[src/rtl/ovfs_defs.svh]
// Purpose: constants of the over-voltage fault status flag block
// Assumes: byte-wide register port, offsets as byte addresses
// Notes:   flags for channels 2..4 sit in bits 1..3
//
// Behaviour
// high-frequency status register at offset 16h, reset value 00h.
// low-frequency status register at offset 18h, reset value 00h.
// high-frequency bits 3,2,1 hold channels 4,3,2.
// high-frequency flag sets when that channel rises above its threshold.
// low-frequency bits 3,2,1 hold channels 4,3,2.
// low-frequency flag sets when that channel rises above its threshold.
// flag reads zero while its interrupt enable is off.
// set flag stays after recovery; only host write-one clears it. The code also clears it when its enable goes off.
// high-frequency write-one clears only while signal is below threshold.
// low-frequency write-one clears only while signal is below threshold.
// bits 7..4 and 0 read zero; writes to them do nothing.
`ifndef OVFS_DEFS_SVH
`define OVFS_DEFS_SVH

// ==========================================================
// register map
`define OVFS_HF_STATUS_ADDR 8'h16
`define OVFS_LF_STATUS_ADDR 8'h18
`define OVFS_STATUS_RESET 8'h00
`define OVFS_FLAG_RESET 3'h0
`define OVFS_UNMAPPED_DATA 8'h00

// ==========================================================
// field layout
`define OVFS_FLAG_LSB 1
`define OVFS_FLAG_MSB 3
`define OVFS_CH2_BIT 1
`define OVFS_CH3_BIT 2
`define OVFS_CH4_BIT 3

`endif

[src/rtl/ovfs_pkg.sv]
// Purpose: shared types of the over-voltage fault status flag block
// Assumes: three monitored channels, index 0 is channel 2
// Notes:   constants live in ovfs_defs.svh
package ovfs_pkg;

  // ==========================================================
  // types
  typedef logic [2:0] ovfs_ch_t;

  typedef enum logic [1:0]
  {
    OVFS_SEL_NONE,
    OVFS_SEL_HF,
    OVFS_SEL_LF
  } ovfs_sel_e;

endpackage : ovfs_pkg

[src/rtl/ovfs_flag_if.sv]
// Purpose: bundle between the register front end and one flag bank
// Assumes: one bit per channel, index 0 is channel 2
// Notes:   flags come straight from the bank flops
`timescale 1ns/100ps
interface ovfs_flag_if;
  ovfs_pkg::ovfs_ch_t above;
  ovfs_pkg::ovfs_ch_t enable;
  ovfs_pkg::ovfs_ch_t clr;
  ovfs_pkg::ovfs_ch_t flags;

  modport bank
  (
    input above,
    input enable,
    input clr,
    output flags
  );

  modport ctrl
  (
    output above,
    output enable,
    output clr,
    input flags
  );
endinterface : ovfs_flag_if

[src/rtl/ovfs_flag_bank.sv]
// Purpose: sticky over-voltage flags of one comparator path
// Assumes: above is high while the signal exceeds its threshold
// Notes:   a disabled channel holds its flag at zero
`timescale 1ns/100ps
`include "ovfs_defs.svh"
module ovfs_flag_bank
(
  input wire logic mclk,   // system clock
  input wire logic rst_n,  // synchronous reset, active low
  ovfs_flag_if.bank fb     // comparator, enable, clear and flags
);

  ovfs_pkg::ovfs_ch_t next_flags;

  // ==========================================================
  // flag update
  always_comb
  begin
    // set while above threshold, clear only when fault has gone
    next_flags = (fb.flags | fb.above) & ~(fb.clr & ~fb.above);
    next_flags = next_flags & fb.enable;
  end

  always_ff @(posedge mclk)
  begin
    if (!rst_n)
      fb.flags <= `OVFS_FLAG_RESET;
    else
      fb.flags <= next_flags;
  end

  // ==========================================================
  // checks
  flag_reset_a : assert property (@(posedge mclk)
    !rst_n |=> fb.flags == `OVFS_FLAG_RESET)
    else $error("flags not zero after reset");

  flag_sets_a : assert property (@(posedge mclk) disable iff (!rst_n)
    1'b1 |=> ((fb.flags & $past(fb.above & fb.enable))
      == $past(fb.above & fb.enable)))
    else $error("flag did not set on fault");

  flag_sticky_a : assert property (@(posedge mclk) disable iff (!rst_n)
    1'b1 |=> (($past(fb.flags & ~fb.clr & fb.enable) & ~fb.flags)
      == 3'h0))
    else $error("flag dropped without a clear");

  clear_takes_a : assert property (@(posedge mclk) disable iff (!rst_n)
    1'b1 |=> ((fb.flags & $past(fb.clr & ~fb.above)) == 3'h0))
    else $error("clear of a recovered flag ignored");

  mask_zero_a : assert property (@(posedge mclk) disable iff (!rst_n)
    1'b1 |=> ((fb.flags & ~$past(fb.enable)) == 3'h0))
    else $error("disabled flag reads one");

endmodule : ovfs_flag_bank

[src/rtl/ovfs_status_top.sv]
// Purpose: over-voltage fault status registers, high and low frequency
// Assumes: byte register port from the serial interface logic
// Notes:   read data valid the cycle after the read strobe
`timescale 1ns/100ps
`include "ovfs_defs.svh"
module ovfs_status_top
(
  input wire logic mclk,                                // system clock
  input wire logic rst_n,                               // sync reset
  input wire logic [7:0] reg_addr,                      // register offset
  input wire logic reg_wr,                              // write strobe
  input wire logic [7:0] reg_wdata,                     // write data
  input wire logic reg_rd,                              // read strobe
  input wire logic [2:0] hf_above,                      // hf over thresh
  input wire logic [2:0] lf_above,                      // lf over thresh
  input wire logic [2:0] hf_overvoltage_irq_enable,     // hf enables
  input wire logic [2:0] lf_overvoltage_irq_enable,     // lf enables
  output logic [7:0] reg_rdata,                         // read data
  output logic reg_rvalid,                              // read data valid
  output logic [2:0] hf_overvoltage_channel_flag,       // hf flags
  output logic [2:0] lf_overvoltage_channel_flag        // lf flags
);

  ovfs_flag_if hf_if ();
  ovfs_flag_if lf_if ();

  ovfs_pkg::ovfs_sel_e sel;
  logic [7:0] next_rdata;
  logic next_rvalid;
  logic [7:0] hf_overvoltage_fault_status;
  logic [7:0] lf_overvoltage_fault_status;

  // ==========================================================
  // address decode
  always_comb
  begin
    case (reg_addr)
      `OVFS_HF_STATUS_ADDR: sel = ovfs_pkg::OVFS_SEL_HF;
      `OVFS_LF_STATUS_ADDR: sel = ovfs_pkg::OVFS_SEL_LF;
      default: sel = ovfs_pkg::OVFS_SEL_NONE;
    endcase
  end

  // ==========================================================
  // bank hookup
  assign hf_if.above = hf_above;
  assign hf_if.enable = hf_overvoltage_irq_enable;
  assign lf_if.above = lf_above;
  assign lf_if.enable = lf_overvoltage_irq_enable;

  // write-one clear, only flag bits reach the banks
  assign hf_if.clr = (reg_wr && sel == ovfs_pkg::OVFS_SEL_HF) ?
    reg_wdata[`OVFS_FLAG_MSB:`OVFS_FLAG_LSB] : 3'h0;
  assign lf_if.clr = (reg_wr && sel == ovfs_pkg::OVFS_SEL_LF) ?
    reg_wdata[`OVFS_FLAG_MSB:`OVFS_FLAG_LSB] : 3'h0;

  ovfs_flag_bank u_hf_bank
  (
    .mclk(mclk),
    .rst_n(rst_n),
    .fb(hf_if.bank)
  );

  ovfs_flag_bank u_lf_bank
  (
    .mclk(mclk),
    .rst_n(rst_n),
    .fb(lf_if.bank)
  );

  // ==========================================================
  // register images
  always_comb
  begin
    hf_overvoltage_fault_status = `OVFS_STATUS_RESET;
    hf_overvoltage_fault_status[`OVFS_CH4_BIT] = hf_if.flags[2];
    hf_overvoltage_fault_status[`OVFS_CH3_BIT] = hf_if.flags[1];
    hf_overvoltage_fault_status[`OVFS_CH2_BIT] = hf_if.flags[0];
    lf_overvoltage_fault_status = `OVFS_STATUS_RESET;
    lf_overvoltage_fault_status[`OVFS_CH4_BIT] = lf_if.flags[2];
    lf_overvoltage_fault_status[`OVFS_CH3_BIT] = lf_if.flags[1];
    lf_overvoltage_fault_status[`OVFS_CH2_BIT] = lf_if.flags[0];
  end

  // ==========================================================
  // read path
  always_comb
  begin
    next_rvalid = reg_rd;
    next_rdata = reg_rdata;
    if (reg_rd)
    begin
      case (sel)
        ovfs_pkg::OVFS_SEL_HF: next_rdata = hf_overvoltage_fault_status;
        ovfs_pkg::OVFS_SEL_LF: next_rdata = lf_overvoltage_fault_status;
        default: next_rdata = `OVFS_UNMAPPED_DATA;
      endcase
    end
  end

  always_ff @(posedge mclk)
  begin
    if (!rst_n)
    begin
      reg_rdata <= `OVFS_STATUS_RESET;
      reg_rvalid <= 1'b0;
    end
    else
    begin
      reg_rdata <= next_rdata;
      reg_rvalid <= next_rvalid;
    end
  end

  assign hf_overvoltage_channel_flag = hf_if.flags;
  assign lf_overvoltage_channel_flag = lf_if.flags;

  // ==========================================================
  // checks
  hf_read_map_a : assert property (@(posedge mclk) disable iff (!rst_n)
    reg_rd && reg_addr == `OVFS_HF_STATUS_ADDR |=>
      reg_rvalid && reg_rdata[3:1] == $past(hf_if.flags))
    else $error("hf status read mismatch");

  lf_read_map_a : assert property (@(posedge mclk) disable iff (!rst_n)
    reg_rd && reg_addr == `OVFS_LF_STATUS_ADDR |=>
      reg_rvalid && reg_rdata[3:1] == $past(lf_if.flags))
    else $error("lf status read mismatch");

  reserved_zero_a : assert property (@(posedge mclk) disable iff (!rst_n)
    reg_rvalid |-> reg_rdata[7:4] == 4'h0 && !reg_rdata[0])
    else $error("reserved bits read nonzero");

  hf_reset_read_a : assert property (@(posedge mclk)
    !rst_n ##1 rst_n && reg_rd && reg_addr == `OVFS_HF_STATUS_ADDR
      && hf_above == 3'h0 |=> reg_rdata == `OVFS_STATUS_RESET)
    else $error("hf status not 00h after reset");

  lf_reset_read_a : assert property (@(posedge mclk)
    !rst_n ##1 rst_n && reg_rd && reg_addr == `OVFS_LF_STATUS_ADDR
      && lf_above == 3'h0 |=> reg_rdata == `OVFS_STATUS_RESET)
    else $error("lf status not 00h after reset");

  hf_set_a : assert property (@(posedge mclk) disable iff (!rst_n)
    (hf_above & hf_overvoltage_irq_enable) != 3'h0 |=>
      (hf_overvoltage_channel_flag & $past(hf_above)) != 3'h0)
    else $error("hf fault did not set a flag");

  lf_set_a : assert property (@(posedge mclk) disable iff (!rst_n)
    (lf_above & lf_overvoltage_irq_enable) != 3'h0 |=>
      (lf_overvoltage_channel_flag & $past(lf_above)) != 3'h0)
    else $error("lf fault did not set a flag");

  lf_clear_blocked_a : assert property (@(posedge mclk)
    disable iff (!rst_n)
    reg_wr && reg_addr == `OVFS_LF_STATUS_ADDR
      && (lf_above & lf_overvoltage_irq_enable & reg_wdata[3:1]) != 3'h0
      |=> (lf_overvoltage_channel_flag & $past(lf_above)) != 3'h0)
    else $error("lf clear took while fault present");

  hf_clear_blocked_a : assert property (@(posedge mclk)
    disable iff (!rst_n)
    reg_wr && reg_addr == `OVFS_HF_STATUS_ADDR
      && (hf_above & hf_overvoltage_irq_enable & reg_wdata[3:1]) != 3'h0
      |=> (hf_overvoltage_channel_flag & $past(hf_above)) != 3'h0)
    else $error("hf clear took while fault present");

  flag_hold_a : assert property (@(posedge mclk) disable iff (!rst_n)
    !reg_wr && hf_overvoltage_channel_flag[0]
      && hf_overvoltage_irq_enable[0] ##1 hf_overvoltage_irq_enable[0]
      |-> hf_overvoltage_channel_flag[0])
    else $error("flag dropped without a write");

  hf_clear_takes_a : assert property (@(posedge mclk)
    disable iff (!rst_n)
    reg_wr && reg_addr == `OVFS_HF_STATUS_ADDR |=>
      (hf_overvoltage_channel_flag & $past(reg_wdata[3:1] & ~hf_above))
      == 3'h0)
    else $error("hf clear of a recovered flag ignored");

  lf_clear_takes_a : assert property (@(posedge mclk)
    disable iff (!rst_n)
    reg_wr && reg_addr == `OVFS_LF_STATUS_ADDR |=>
      (lf_overvoltage_channel_flag & $past(reg_wdata[3:1] & ~lf_above))
      == 3'h0)
    else $error("lf clear of a recovered flag ignored");

  hf_mask_zero_a : assert property (@(posedge mclk)
    disable iff (!rst_n)
    1'b1 |=>
      (hf_overvoltage_channel_flag & ~$past(hf_overvoltage_irq_enable))
      == 3'h0)
    else $error("hf flag set while disabled");

  lf_mask_zero_a : assert property (@(posedge mclk)
    disable iff (!rst_n)
    1'b1 |=>
      (lf_overvoltage_channel_flag & ~$past(lf_overvoltage_irq_enable))
      == 3'h0)
    else $error("lf flag set while disabled");

  hf_spare_write_a : assert property (@(posedge mclk)
    disable iff (!rst_n)
    reg_wr && reg_addr == `OVFS_HF_STATUS_ADDR && reg_wdata[3:1] == 3'h0 |=>
      hf_overvoltage_channel_flag == $past((hf_overvoltage_channel_flag
      | hf_above) & hf_overvoltage_irq_enable))
    else $error("hf spare bit write changed a flag");

  lf_spare_write_a : assert property (@(posedge mclk)
    disable iff (!rst_n)
    reg_wr && reg_addr == `OVFS_LF_STATUS_ADDR && reg_wdata[3:1] == 3'h0 |=>
      lf_overvoltage_channel_flag == $past((lf_overvoltage_channel_flag
      | lf_above) & lf_overvoltage_irq_enable))
    else $error("lf spare bit write changed a flag");

  hf_sticky_a : assert property (@(posedge mclk)
    disable iff (!rst_n)
    !(reg_wr && reg_addr == `OVFS_HF_STATUS_ADDR) |=>
      (hf_overvoltage_channel_flag & $past(hf_overvoltage_channel_flag
      & hf_overvoltage_irq_enable)) == $past(hf_overvoltage_channel_flag
      & hf_overvoltage_irq_enable))
    else $error("hf flag dropped without a clear");

  lf_sticky_a : assert property (@(posedge mclk)
    disable iff (!rst_n)
    !(reg_wr && reg_addr == `OVFS_LF_STATUS_ADDR) |=>
      (lf_overvoltage_channel_flag & $past(lf_overvoltage_channel_flag
      & lf_overvoltage_irq_enable)) == $past(lf_overvoltage_channel_flag
      & lf_overvoltage_irq_enable))
    else $error("lf flag dropped without a clear");

  hf_set_each_a : assert property (@(posedge mclk)
    disable iff (!rst_n)
    1'b1 |=> (hf_overvoltage_channel_flag
      & $past(hf_above & hf_overvoltage_irq_enable))
      == $past(hf_above & hf_overvoltage_irq_enable))
    else $error("hf enabled fault left a flag clear");

  lf_set_each_a : assert property (@(posedge mclk)
    disable iff (!rst_n)
    1'b1 |=> (lf_overvoltage_channel_flag
      & $past(lf_above & lf_overvoltage_irq_enable))
      == $past(lf_above & lf_overvoltage_irq_enable))
    else $error("lf enabled fault left a flag clear");

endmodule : ovfs_status_top

[config.mk]
export PLATFORM = sky130hd
export DESIGN_NAME = ovfs_status_top
export DESIGN_NICKNAME = d
export VERILOG_FILES = /design/src/rtl/ovfs_pkg.sv /design/src/rtl/ovfs_flag_if.sv /design/src/rtl/ovfs_flag_bank.sv /design/src/rtl/ovfs_status_top.sv
export VERILOG_INCLUDE_DIRS = /design/src /design/src/rtl
export SDC_FILE = /design/constraint.sdc
export NUM_CORES = 1
export LEC_CHECK = 0
export BUFFER_PORTS_ARGS = -buffer_cell sky130_fd_sc_hd__buf_4
export CAP_MARGIN = 20
export CORE_UTILIZATION = 38
export DETAILED_ROUTE_END_ITERATION = 16
export PLACE_DENSITY_LB_ADDON = 0.12
export SYNTH_ARGS = -nofsm -noshare
export SYNTH_HDL_FRONTEND = slang
export SYNTH_HIERARCHICAL = 1
export SYNTH_SLANG_ARGS = --single-unit
[constraint.sdc]
create_clock -name mclk -period 5.38 [get_ports mclk]
set_input_delay 0.538 -clock mclk [delete_from_list [all_inputs] [get_ports mclk]]
set_output_delay 0.538 -clock mclk [all_outputs]
set_load 0.02 [all_outputs]
==> impl_metrics.toml, run 1 <==
[run_status]
status = "completed"

[placed_design]
placed_area_um2 = 793.3
gp_congestion = 0.6787
io_buffers = 36
post-place-ws_ns = 2.945

[timing]
maxSlewViolCount = 0
finalHoldViolCount = 0
period_needed_ns = 2.171
max_freq_mhz = 460.5
setup_viol = 0
setup_tns_ns = 0
rsz0062_at_grt = "no"
clock_skew_ns = 0.004194
post-route-period-util_pct = 40.36
fin_ws_ns = 3.209

[routing]
viasPerCell = 4.916
ant_nets = 0
totalWireLength_mm = 1.166
vias = 526
drc_errors = 0
drt_iter0_drc = 8
wl_per_cell_um = 10.90
drt_pass1_iterations = 4

[cts]
cts_hold_buffers = 0
numCtsBuffers = 3
clock-sinks = 10
insertion_delay_ns = 0.26
cts_resized = 0
cts_max_path_buffers = 2
post-cts-setup-buffer-count = 0
clockRootBuffer = "clkbuf_4"
clk_pin_slew_worst_paths_ns = 0.06
htree_levels = 1
tritoncts = "yes"

[critical_path]
arrival_ns = 2.38
rrSetupSlack_ns = 4.63
path_max_fanout = 6
setup.worst_path.end_class = "register"
start_kind = "primary input"
critPathRequiredTime_ns = 5.59
worstSetupPathType = "in -> reg"

[global_routing]
antenna_found_initial = 0
grt_max_degree = 12
grt_use_total_pct = 17.54
gr-total-overflow = 0
grt_pass1_wl_mm = 1.766
grt_pass1_vias = 427

[synthesis]
synth_top_area_share_pct = 38.00
synth_most_common_cell = "dfxtp_1"
synth_cell_types = 16
post-synth-top-area-cell = "dfxtp_1"
synth_ff_type = "dfxtp_1"
synthCells = 54
synth-edff-count = 0
ys_top_cells_by_area = "dfxtp_1 38%, o211a_1 11%, and3_1 7.1%, buf_4 7.1%, nor2b_1 7.1%"
netlist_area_um2 = 526.8
ys_warn_count = 6
synth.avg_cell_area_um2 = 9.755
synthArstFlopShare_pct = 0
yosysSeqAreaShare_pct = 38.00
ys_seq_elements = 10
synth_common_cells = "10 x dfxtp_1, 6 x and3_1, 6 x nor2b_1, 6 x o211a_1, 5 x buf_4"

[layout]
drive_above_1_share_pct = 43.48
n_fill_cell = 119
fin_area_um2 = 815.8
syn2layout_area_growth_pct = 54.87
diodes = 0
nets = 128

[pwr]
fin_total_pwr_w = 0.0001615
peakVddDrop_uv = 123.6
powerDensity_nw_per_um2 = 198.0
swShare_pct = 25.08
internal-power_w = 0.0001210
power.switching_w = 0.00004051
combPwrFrac_pct = 20.1
seq_power_share_pct = 48.3
pwr-share-clk_pct = 31.6
leakage_nw = 0.4509

[die]
initial_core_util_pct = 40.48
core_area_um2 = 1301
die_area_um2 = 1539
die_w_um = 39.23
rows = 13
die_h_um = 39.23
io_pins = 47

[flow_run]
max-cap-violations = 0

[worst_hold_path]
hp-class = "reg -> reg"
critical path: stages:
cell,delay (ns)
buf_4,0.11
or4b_4,0.54
or4_1,0.48
ha_1,0.29
and3_1,0.18
nor2b_1,0.11
o211a_1,0.14
routing by layer:
| metal | routed length, um | GRT usage, % |
|---|---|---|
| met3 | 88 | 8.671 |
| met4 | 6 | 5.172 |
| met1 | 521 | 22.84 |
| met5 | 0 | 0 |
| met2 | 548 | 25.00 |
cell type report:
cell class                 count  area, um2  share of cell area, %
timing repair buffer          36      270.3                  33.13
multi-input combinational     43      304.0                  37.27
clock buffer                   3      22.52                  2.761
sequential                    10      200.2                  24.54
tap                           15      18.77                  2.301
metrics by stage:
| step | instances | hold slack [ns] | utilization [%] |
|---|---|---|---|
| finish | 107 | 0.4803 | 62.69 |
| global route | 107 | 0.4863 | 62.69 |
| CTS | 107 | 0.4828 | 62.69 |
| detailed placement | 104 | 0.4720 | 60.96 |
| global placement | 104 | 0.4665 | 60.96 |
| floorplan | 58 | 0.5492 | - |
flip-flops by register name, summed over array words and instances (netlist names):
| register | cells |
|---|---|
| reg_rdata | 3 |
| u_hf_bank/fb.flags | 3 |
| u_lf_bank/fb.flags | 3 |
| reg_rvalid | 1 |
power groups by stage:
stage | clock network (W) | logic [W] | registers (W)
global route | 0.0000560 | 0.0000353 | 0.0000784
global placement | 0 | 0.0000320 | 0.0000799
finish | 0.0000510 | 0.0000325 | 0.0000781
CTS | 0.0000520 | 0.0000325 | 0.0000781
detailed placement | 0 | 0.0000324 | 0.0000797
floorplan | 0 | 0.0000108 | 0.0000828
placed cells by master (no fill, tap or decap):
cell and count:
a22oi_1 3, and2_1 1, and3_1 6, buf_4 36
clkbuf_4 3, conb_1 5, dfxtp_1 10, ha_1 2
nand2_1 1, nand2b_1 1, nand3b_1 4, nor2b_1 6
nor4_1 2, o211a_1 6, o21ai_1 3, or4_1 2
or4b_4 1
logic make-up (layout without fill, tap and decap cells):
| logic type | count (synthesis) | after routing | synth area share (%) |
|---|---|---|---|
| adder cells (fa/ha/maj) | 2 | 2 | 4.750 |
| buffers and inverters | 5 | 39 | 7.127 |
| AO/OA/AOI/OAI | 12 | 12 | 18.53 |
| AND/OR/NAND/NOR | 24 | 24 | 30.88 |
| other | 1 | 5 | 0.7119 |
| flip-flops | 10 | 10 | 38.00 |
path summary, 6_finish.rpt:
path              depth (start not counted)                          endpoint                             start
hold reg to reg                           2         reg_rdata[1]$_SDFFE_PN0P_         reg_rdata[1]$_SDFFE_PN0P_
setup / recovery                          7  u_lf_bank/fb.flags[1]$_SDFF_PN0_                       reg_addr[5]
hold / removal                            2         reg_rdata[1]$_SDFFE_PN0P_         reg_rdata[1]$_SDFFE_PN0P_
setup reg to reg                          2  u_lf_bank/fb.flags[1]$_SDFF_PN0_  u_lf_bank/fb.flags[1]$_SDFF_PN0_
No activity file was read; power rests on OpenSTA's default activity.
==> inputs of run 2 (changes only) <==
--- a/config.mk
+++ b/config.mk
@@ -8,7 +8,8 @@
 export LEC_CHECK = 0
 export BUFFER_PORTS_ARGS = -buffer_cell sky130_fd_sc_hd__buf_4
 export CAP_MARGIN = 20
-export CORE_UTILIZATION = 38
+export CORE_ASPECT_RATIO = 1.1
+export CORE_UTILIZATION = 35
 export DETAILED_ROUTE_END_ITERATION = 16
 export PLACE_DENSITY_LB_ADDON = 0.12
 export SYNTH_ARGS = -nofsm -noshare
==> constraint.sdc (replaced) <==
create_clock -name mclk -period 2 [get_ports mclk]
set_input_delay 0.2 -clock mclk [delete_from_list [all_inputs] [get_ports mclk]]
set_output_delay 0.2 -clock mclk [all_outputs]
set_load 0.02 [all_outputs]
==> run 2 against run 1 <==
Against the previous run:
- hold slack lost 0.33 ns
- sequential power grew to 2.7 times the previous value
- setup slack lost 3.0 ns
- critical endpoint is now u_lf_bank/fb.flags[0]$_SDFF_PN0_
- highest routed layer unchanged
==> impl_metrics.toml, run 2 (same netlist as run 1, synthesis figures left out) <==
[die]
io_pins = 47
initial_core_util_pct = 38.07
core_area_um2 = 1384
die_area_um2 = 1664
die_h_um = 42.69
die_w_um = 38.99
rows = 14

[routing]
viasPerCell = 4.963
totalWireLength_mm = 1.237
wl_per_cell_um = 11.35
vias = 541
drt_iter0_drc = 13
ant_nets = 0
drt_pass1_iterations = 4
drc_errors = 0

[cts]
htree_levels = 1
numCtsBuffers = 3
tritoncts = "yes"
clock-sinks = 10
cts_hold_buffers = 0
clk_pin_slew_worst_paths_ns = 0.08
post-cts-setup-buffer-count = 0
insertion_delay_ns = 0.26
cts_resized = 0
clockRootBuffer = "clkbuf_4"
cts_max_path_buffers = 2

[layout]
layout_commonest_cell = "buf_4"
multiInputGateArea_um2 = 304.0
n_fill_cell = 125
diodes = 0
nets = 128
final_cell_mix = "36 x buf_4, 10 x dfxtp_1, 6 x and3_1, 6 x nor2b_1, 6 x o211a_1"
syn2layout_area_growth_pct = 57.72
reg_top3 = "reg_rdata x3, u_hf_bank/fb.flags x3, u_lf_bank/fb.flags x3"
drive_above_1_share_pct = 44.09
utilization_pct = 60.04
seqCellArea_um2 = 200.2

[global_routing]
grt_max_degree = 12
grt_pass1_wl_mm = 1.987
gr-total-overflow = 0
antenna_found_initial = 0
grt_pass1_vias = 496
grt_use_total_pct = 16.70

[critical_path]
crit_buf_inv = 1
critPathRequiredTime_ns = 2.22
arrival_ns = 2.04
path_max_fanout = 6
cp_cell_sequence = "buf_4 -> or4b_4 -> or4_1 -> ha_1 -> and3_1 -> nor2b_1 -> o211a_1"
setup.worst_path.end_class = "register"
worstSetupPathType = "in -> reg"
slowest_delay_ns = 0.54
path_delay_family = "simple AND/OR/NAND/NOR gates"
start_kind = "primary input"
slowest_stage = "or4b_4"

[timing]
maxSlewViolCount = 0
period_needed_ns = 1.821
max_freq_mhz = 549.1
setup_viol = 0
clock_skew_ns = 0.004447
setup_tns_ns = 0
rsz0062_at_grt = "no"
post-route-period-util_pct = 91.06
finalHoldViolCount = 0

[pwr]
peakVddDrop_uv = 261.2
powerDensity_nw_per_um2 = 582.6
leakage_nw = 0.4581

[placed_design]
io_buffers = 36
dp.final_hpwl_um = 949.8
gp_congestion = 0.6913

[worst_hold_path]
hp-class = "in -> reg"

[run_status]
status = "completed"

[flow_run]
max-cap-violations = 0
run 2: path summary, 6_finish.rpt:
| check | cells past startpoint | slack [ns] | start | to |
|---|---|---|---|---|
| max | 7 | 0.18 | reg_addr[5] | u_lf_bank/fb.flags[0]$_SDFF_PN0_ |
| min | 2 | 0.15 | lf_overvoltage_irq_enable[1] | u_lf_bank/fb.flags[1]$_SDFF_PN0_ |
| max reg2reg | 2 | 1.25 | u_hf_bank/fb.flags[2]$_SDFF_PN0_ | u_hf_bank/fb.flags[2]$_SDFF_PN0_ |
| min reg2reg | 2 | 0.48 | reg_rdata[2]$_SDFFE_PN0P_ | reg_rdata[2]$_SDFFE_PN0P_ |
run 2: per-stage QoR:
stage	instance area, um2	hold slack, ns	cells	power, W	setup slack [ns]
global placement	794.5	0.4242	105	0.0003008	-0.07558
detailed placement	794.5	0.4291	105	0.0003024	-0.1048
CTS	830.8	0.1513	109	0.0004899	0.1730
global route	830.8	0.1511	109	0.0005100	0.1028
finish	830.8	0.1532	109	0.0004840	0.1789
floorplan	541.8	0.3217	58	0.0002519	0.1192
run 2: power by group:
part	switching [W]	total, W	internal [W]
registers	0.00000431	0.000210	0.000206
clock network	0.0000764	0.000187	0.000110
logic	0.0000369	0.0000870	0.0000501
run 2: layout make-up:
cell class / count / area share, %
multi-input cells: 43 / 36.60
repair buffers: 36 / 32.53
flip-flops and latches: 10 / 24.10
clock buffers: 4 / 4.367
well taps: 16 / 2.410
run 2: routing by layer:
layer / up-vias / track usage (%) / share of wire [%]
met5: - / 0 / 0
met4: 0 / 6.207 / 1.3
met3: 2 / 4.712 / 7.8
met2: 28 / 26.00 / 49
met1: 239 / 21.38 / 42
li1: 272 / - / -
==> inputs of run 3 (changes only) <==
--- a/config.mk
+++ b/config.mk
@@ -6,10 +6,11 @@
 export SDC_FILE = /design/constraint.sdc
 export NUM_CORES = 1
 export LEC_CHECK = 0
+export ABC_AREA = 1
 export BUFFER_PORTS_ARGS = -buffer_cell sky130_fd_sc_hd__buf_4
 export CAP_MARGIN = 20
 export CORE_ASPECT_RATIO = 1.1
-export CORE_UTILIZATION = 35
+export CORE_UTILIZATION = 39
 export DETAILED_ROUTE_END_ITERATION = 16
 export PLACE_DENSITY_LB_ADDON = 0.12
 export SYNTH_ARGS = -nofsm -noshare
==> run 3 against run 2 <==
Against the previous run:
- synthesized cell count up 110%
- register-to-register slack better by 0.04 ns
- sequential power hardly changed
- area after synthesis up 23%
- largest power group unchanged
==> impl_metrics.toml, run 3 <==
[flow_run]
max-cap-violations = 0

[worst_hold_path]
hold_end = "reg_rvalid$_SDFF_PN0_"
worstHoldStart = "reg_rd"
min_path_cells = 3
hp-class = "in -> reg"

[die]
io_pins = 47
core_area_um2 = 1558
die_area_um2 = 1826
rows = 15
die_w_um = 40.83
die_h_um = 44.72
initial_core_util_pct = 41.53

[routing]
ant_nets = 0
viasPerCell = 4.268
wl_per_cell_um = 7.923
top_layer = "met4"
drt_iter0_drc = 8
drt_pass1_iterations = 4
vias = 717
route.met3.wl_um = 88
dr_wl_met2_um = 681
wl_met1_um = 528
totalWireLength_mm = 1.331
drc_errors = 0

[synthesis]
post-synth-top-area-cell = "dfxtp_1"
muxShareOfSynthArea_pct = 0
synth_most_common_cell = "nand2_1"
ys_seq_elements = 10
netlist_area_um2 = 646.9
synth.avg_cell_area_um2 = 5.776
synth_ff_type = "dfxtp_1"
synth_top_family_by_area = "simple AND/OR/NAND/NOR gates"
synth_top_area_share_pct = 30.95
synth-xor-area-share_pct = 0
synth_common_cells = "48 x nand2_1, 22 x inv_1, 10 x dfxtp_1"
yosysSeqAreaShare_pct = 30.95
synth_compound_area_share_pct = 2.321
synthCells = 112
synth-simple-area-share_pct = 41.39
ys_warn_count = 6
synth_fa_ha_area_share_pct = 3.868
ys_top_cells_by_area = "dfxtp_1 31%, nand2_1 28%, inv_1 13%, buf_4 5.8%, nor2_2 5.8%"
synth-edff-count = 0
synthArstFlopShare_pct = 0
synth_cell_types = 12

[pwr]
internal-power_w = 0.0003687
seq_power_share_pct = 42.2
swShare_pct = 26.15
leakage_nw = 0.5692
powerDensity_nw_per_um2 = 524.4
power.switching_w = 0.0001306
pwr-share-clk_pct = 37.3
fin_total_pwr_w = 0.0004993
peakVddDrop_uv = 314.4
combPwrFrac_pct = 20.5

[critical_path]
timing.rr.end = "reg_rdata[2]$_SDFFE_PN0P_"
setup.worst_path.end_class = "register"
slowest_stage = "ha_1"
worstSetupPathType = "in -> reg"
cp_cell_sequence = "buf_4 -> nor2_1 -> nand3_1 -> inv_2 -> nand2_1 -> inv_2 -> ha_1 -> nand2_1 -> nor2_1 -> nand2_1 -> nand2_1 -> nor2_2"
path_max_fanout = 4
start_kind = "primary input"
reg2reg_depth = 4
cp_common_cell = "nand2_1"
slowest_delay_ns = 0.21
critPathRequiredTime_ns = 2.17
arrival_ns = 1.26
rrSetupSlack_ns = 1.29
reg2reg_from = "u_lf_bank/fb.flags[1]$_SDFF_PN0_"

[timing]
rsz0062_at_grt = "no"
max_freq_mhz = 923.9
clock_skew_ns = 0.0003441
setup_tns_ns = 0
post-route-period-util_pct = 54.12
finalHoldViolCount = 0
maxSlewViolCount = 0
setup_viol = 0
hold_ws_ns = 0.1256
period_needed_ns = 1.082

[cts]
numCtsBuffers = 3
clock-sinks = 10
cts_resized = 0
insertion_delay_ns = 0.27
htree_levels = 1
clk_pin_slew_worst_paths_ns = 0.07
post-cts-setup-buffer-count = 0
cts_hold_buffers = 0
tritoncts = "yes"
clockRootBuffer = "clkbuf_4"
cts_max_path_buffers = 2

[global_routing]
antenna_found_initial = 0
gr-total-overflow = 0
grt_max_degree = 9
grt_pass1_vias = 611
grt_use_total_pct = 16.88
grt_pass1_wl_mm = 2.111

[layout]
reg_top3 = "reg_rdata x3, u_hf_bank/fb.flags x3, u_lf_bank/fb.flags x3"
nets = 186
drive_above_1_share_pct = 33.77
layout_commonest_cell = "nand2_1"
layout.cells.non_filler = 168
diodes = 0
syn2layout_area_growth_pct = 47.20
final_cell_mix = "48 x nand2_1, 36 x buf_4, 22 x inv_1"

[placed_design]
place_inst = 164
io_buffers = 36
dp.final_hpwl_mm = 1.111
gp_congestion = 0.7165

[run_status]
status = "completed"
==> run 3: cell types whose count changed after synthesis, sizes merged, moves of 3 or more <==
| cell | previous run | this run |
|---|---|---|
| nand2 | 1 | 48 |
| inv | 0 | 26 |
| nor2 | 0 | 16 |
| and3 | 6 | 0 |
| nor2b | 6 | 0 |
| o211a | 6 | 0 |
| nand3b | 4 | 0 |
| a21oi | 0 | 3 |
| a22oi | 3 | 0 |
| o21ai | 3 | 0 |
==> run 3: logic make-up after synthesis <==
group	after synthesis
flip-flops	10
other	1
adder cells (fa/ha/maj)	2
AND/OR/NAND/NOR	65
buffers and inverters	31
AO/OA/AOI/OAI	3
==> run 3: layout make-up <==
type | instances | area [um2]
Tap cell | 17 | 21.27
Sequential cell | 10 | 200.2
Timing Repair Buffer | 36 | 270.3
Fill cell | 160 | 605.6
Inverter | 26 | 97.59
Multi-Input combinational cell | 75 | 326.6
Clock buffer | 4 | 36.28
==> run 3: power by group through the flow <==
stage / Sequential, W / Combinational (W) / Clock [W]
2_1_floorplan: 0.000223 / 0.0000460 / 0
3_3_place_gp: 0.000216 / 0.000101 / 0
3_5_place_dp: 0.000216 / 0.000103 / 0
4_1_cts: 0.000211 / 0.000103 / 0.000185
5_1_grt: 0.000212 / 0.000116 / 0.000190
6_report: 0.000211 / 0.000102 / 0.000186
==> run 3: worst max-delay path by stage <==
| stage | startpoint | endpoint | slack [ns] | depth (start not counted) |
|---|---|---|---|---|
| final | reg_addr[5] | u_lf_bank/fb.flags[1]$_SDFF_PN0_ | 0.92 | 12 |
| after global routing | reg_addr[5] | u_lf_bank/fb.flags[0]$_SDFF_PN0_ | 0.74 | 12 |
| after CTS | reg_addr[5] | u_hf_bank/fb.flags[2]$_SDFF_PN0_ | 0.88 | 12 |
| after detailed placement | reg_addr[5] | u_hf_bank/fb.flags[2]$_SDFF_PN0_ | 0.59 | 12 |
| after global placement | reg_addr[5] | u_hf_bank/fb.flags[2]$_SDFF_PN0_ | 0.62 | 12 |
| after floorplan | reg_addr[5] | u_hf_bank/fb.flags[0]$_SDFF_PN0_ | 0.88 | 11 |
==> run 3: per-stage QoR <==
step	utilization, %	instance area, um2	setup slack [ns]
floorplan	-	661.9	0.8781
global placement	58.80	915.9	0.6201
detailed placement	58.80	915.9	0.5909
CTS	61.12	952.2	0.8765
global route	61.12	952.2	0.7377
finish	61.12	952.2	0.9176
==> run 3: routing by layer <==
| layer | GRT usage [%] | vias up |
|---|---|---|
| met3 | 2.956 | 4 |
| met2 | 30.63 | 26 |
| met4 | 10.00 | 0 |
| li1 | - | 382 |
| met1 | 16.67 | 305 |
| met5 | 0 | - |
==> run 3: worst max-delay path: cells and delay by family <==
family,cells,cell delay [ns]
and+or+nand+nor,8,0.62
adders and majority gates,1,0.21
buffers and inverters,3,0.22
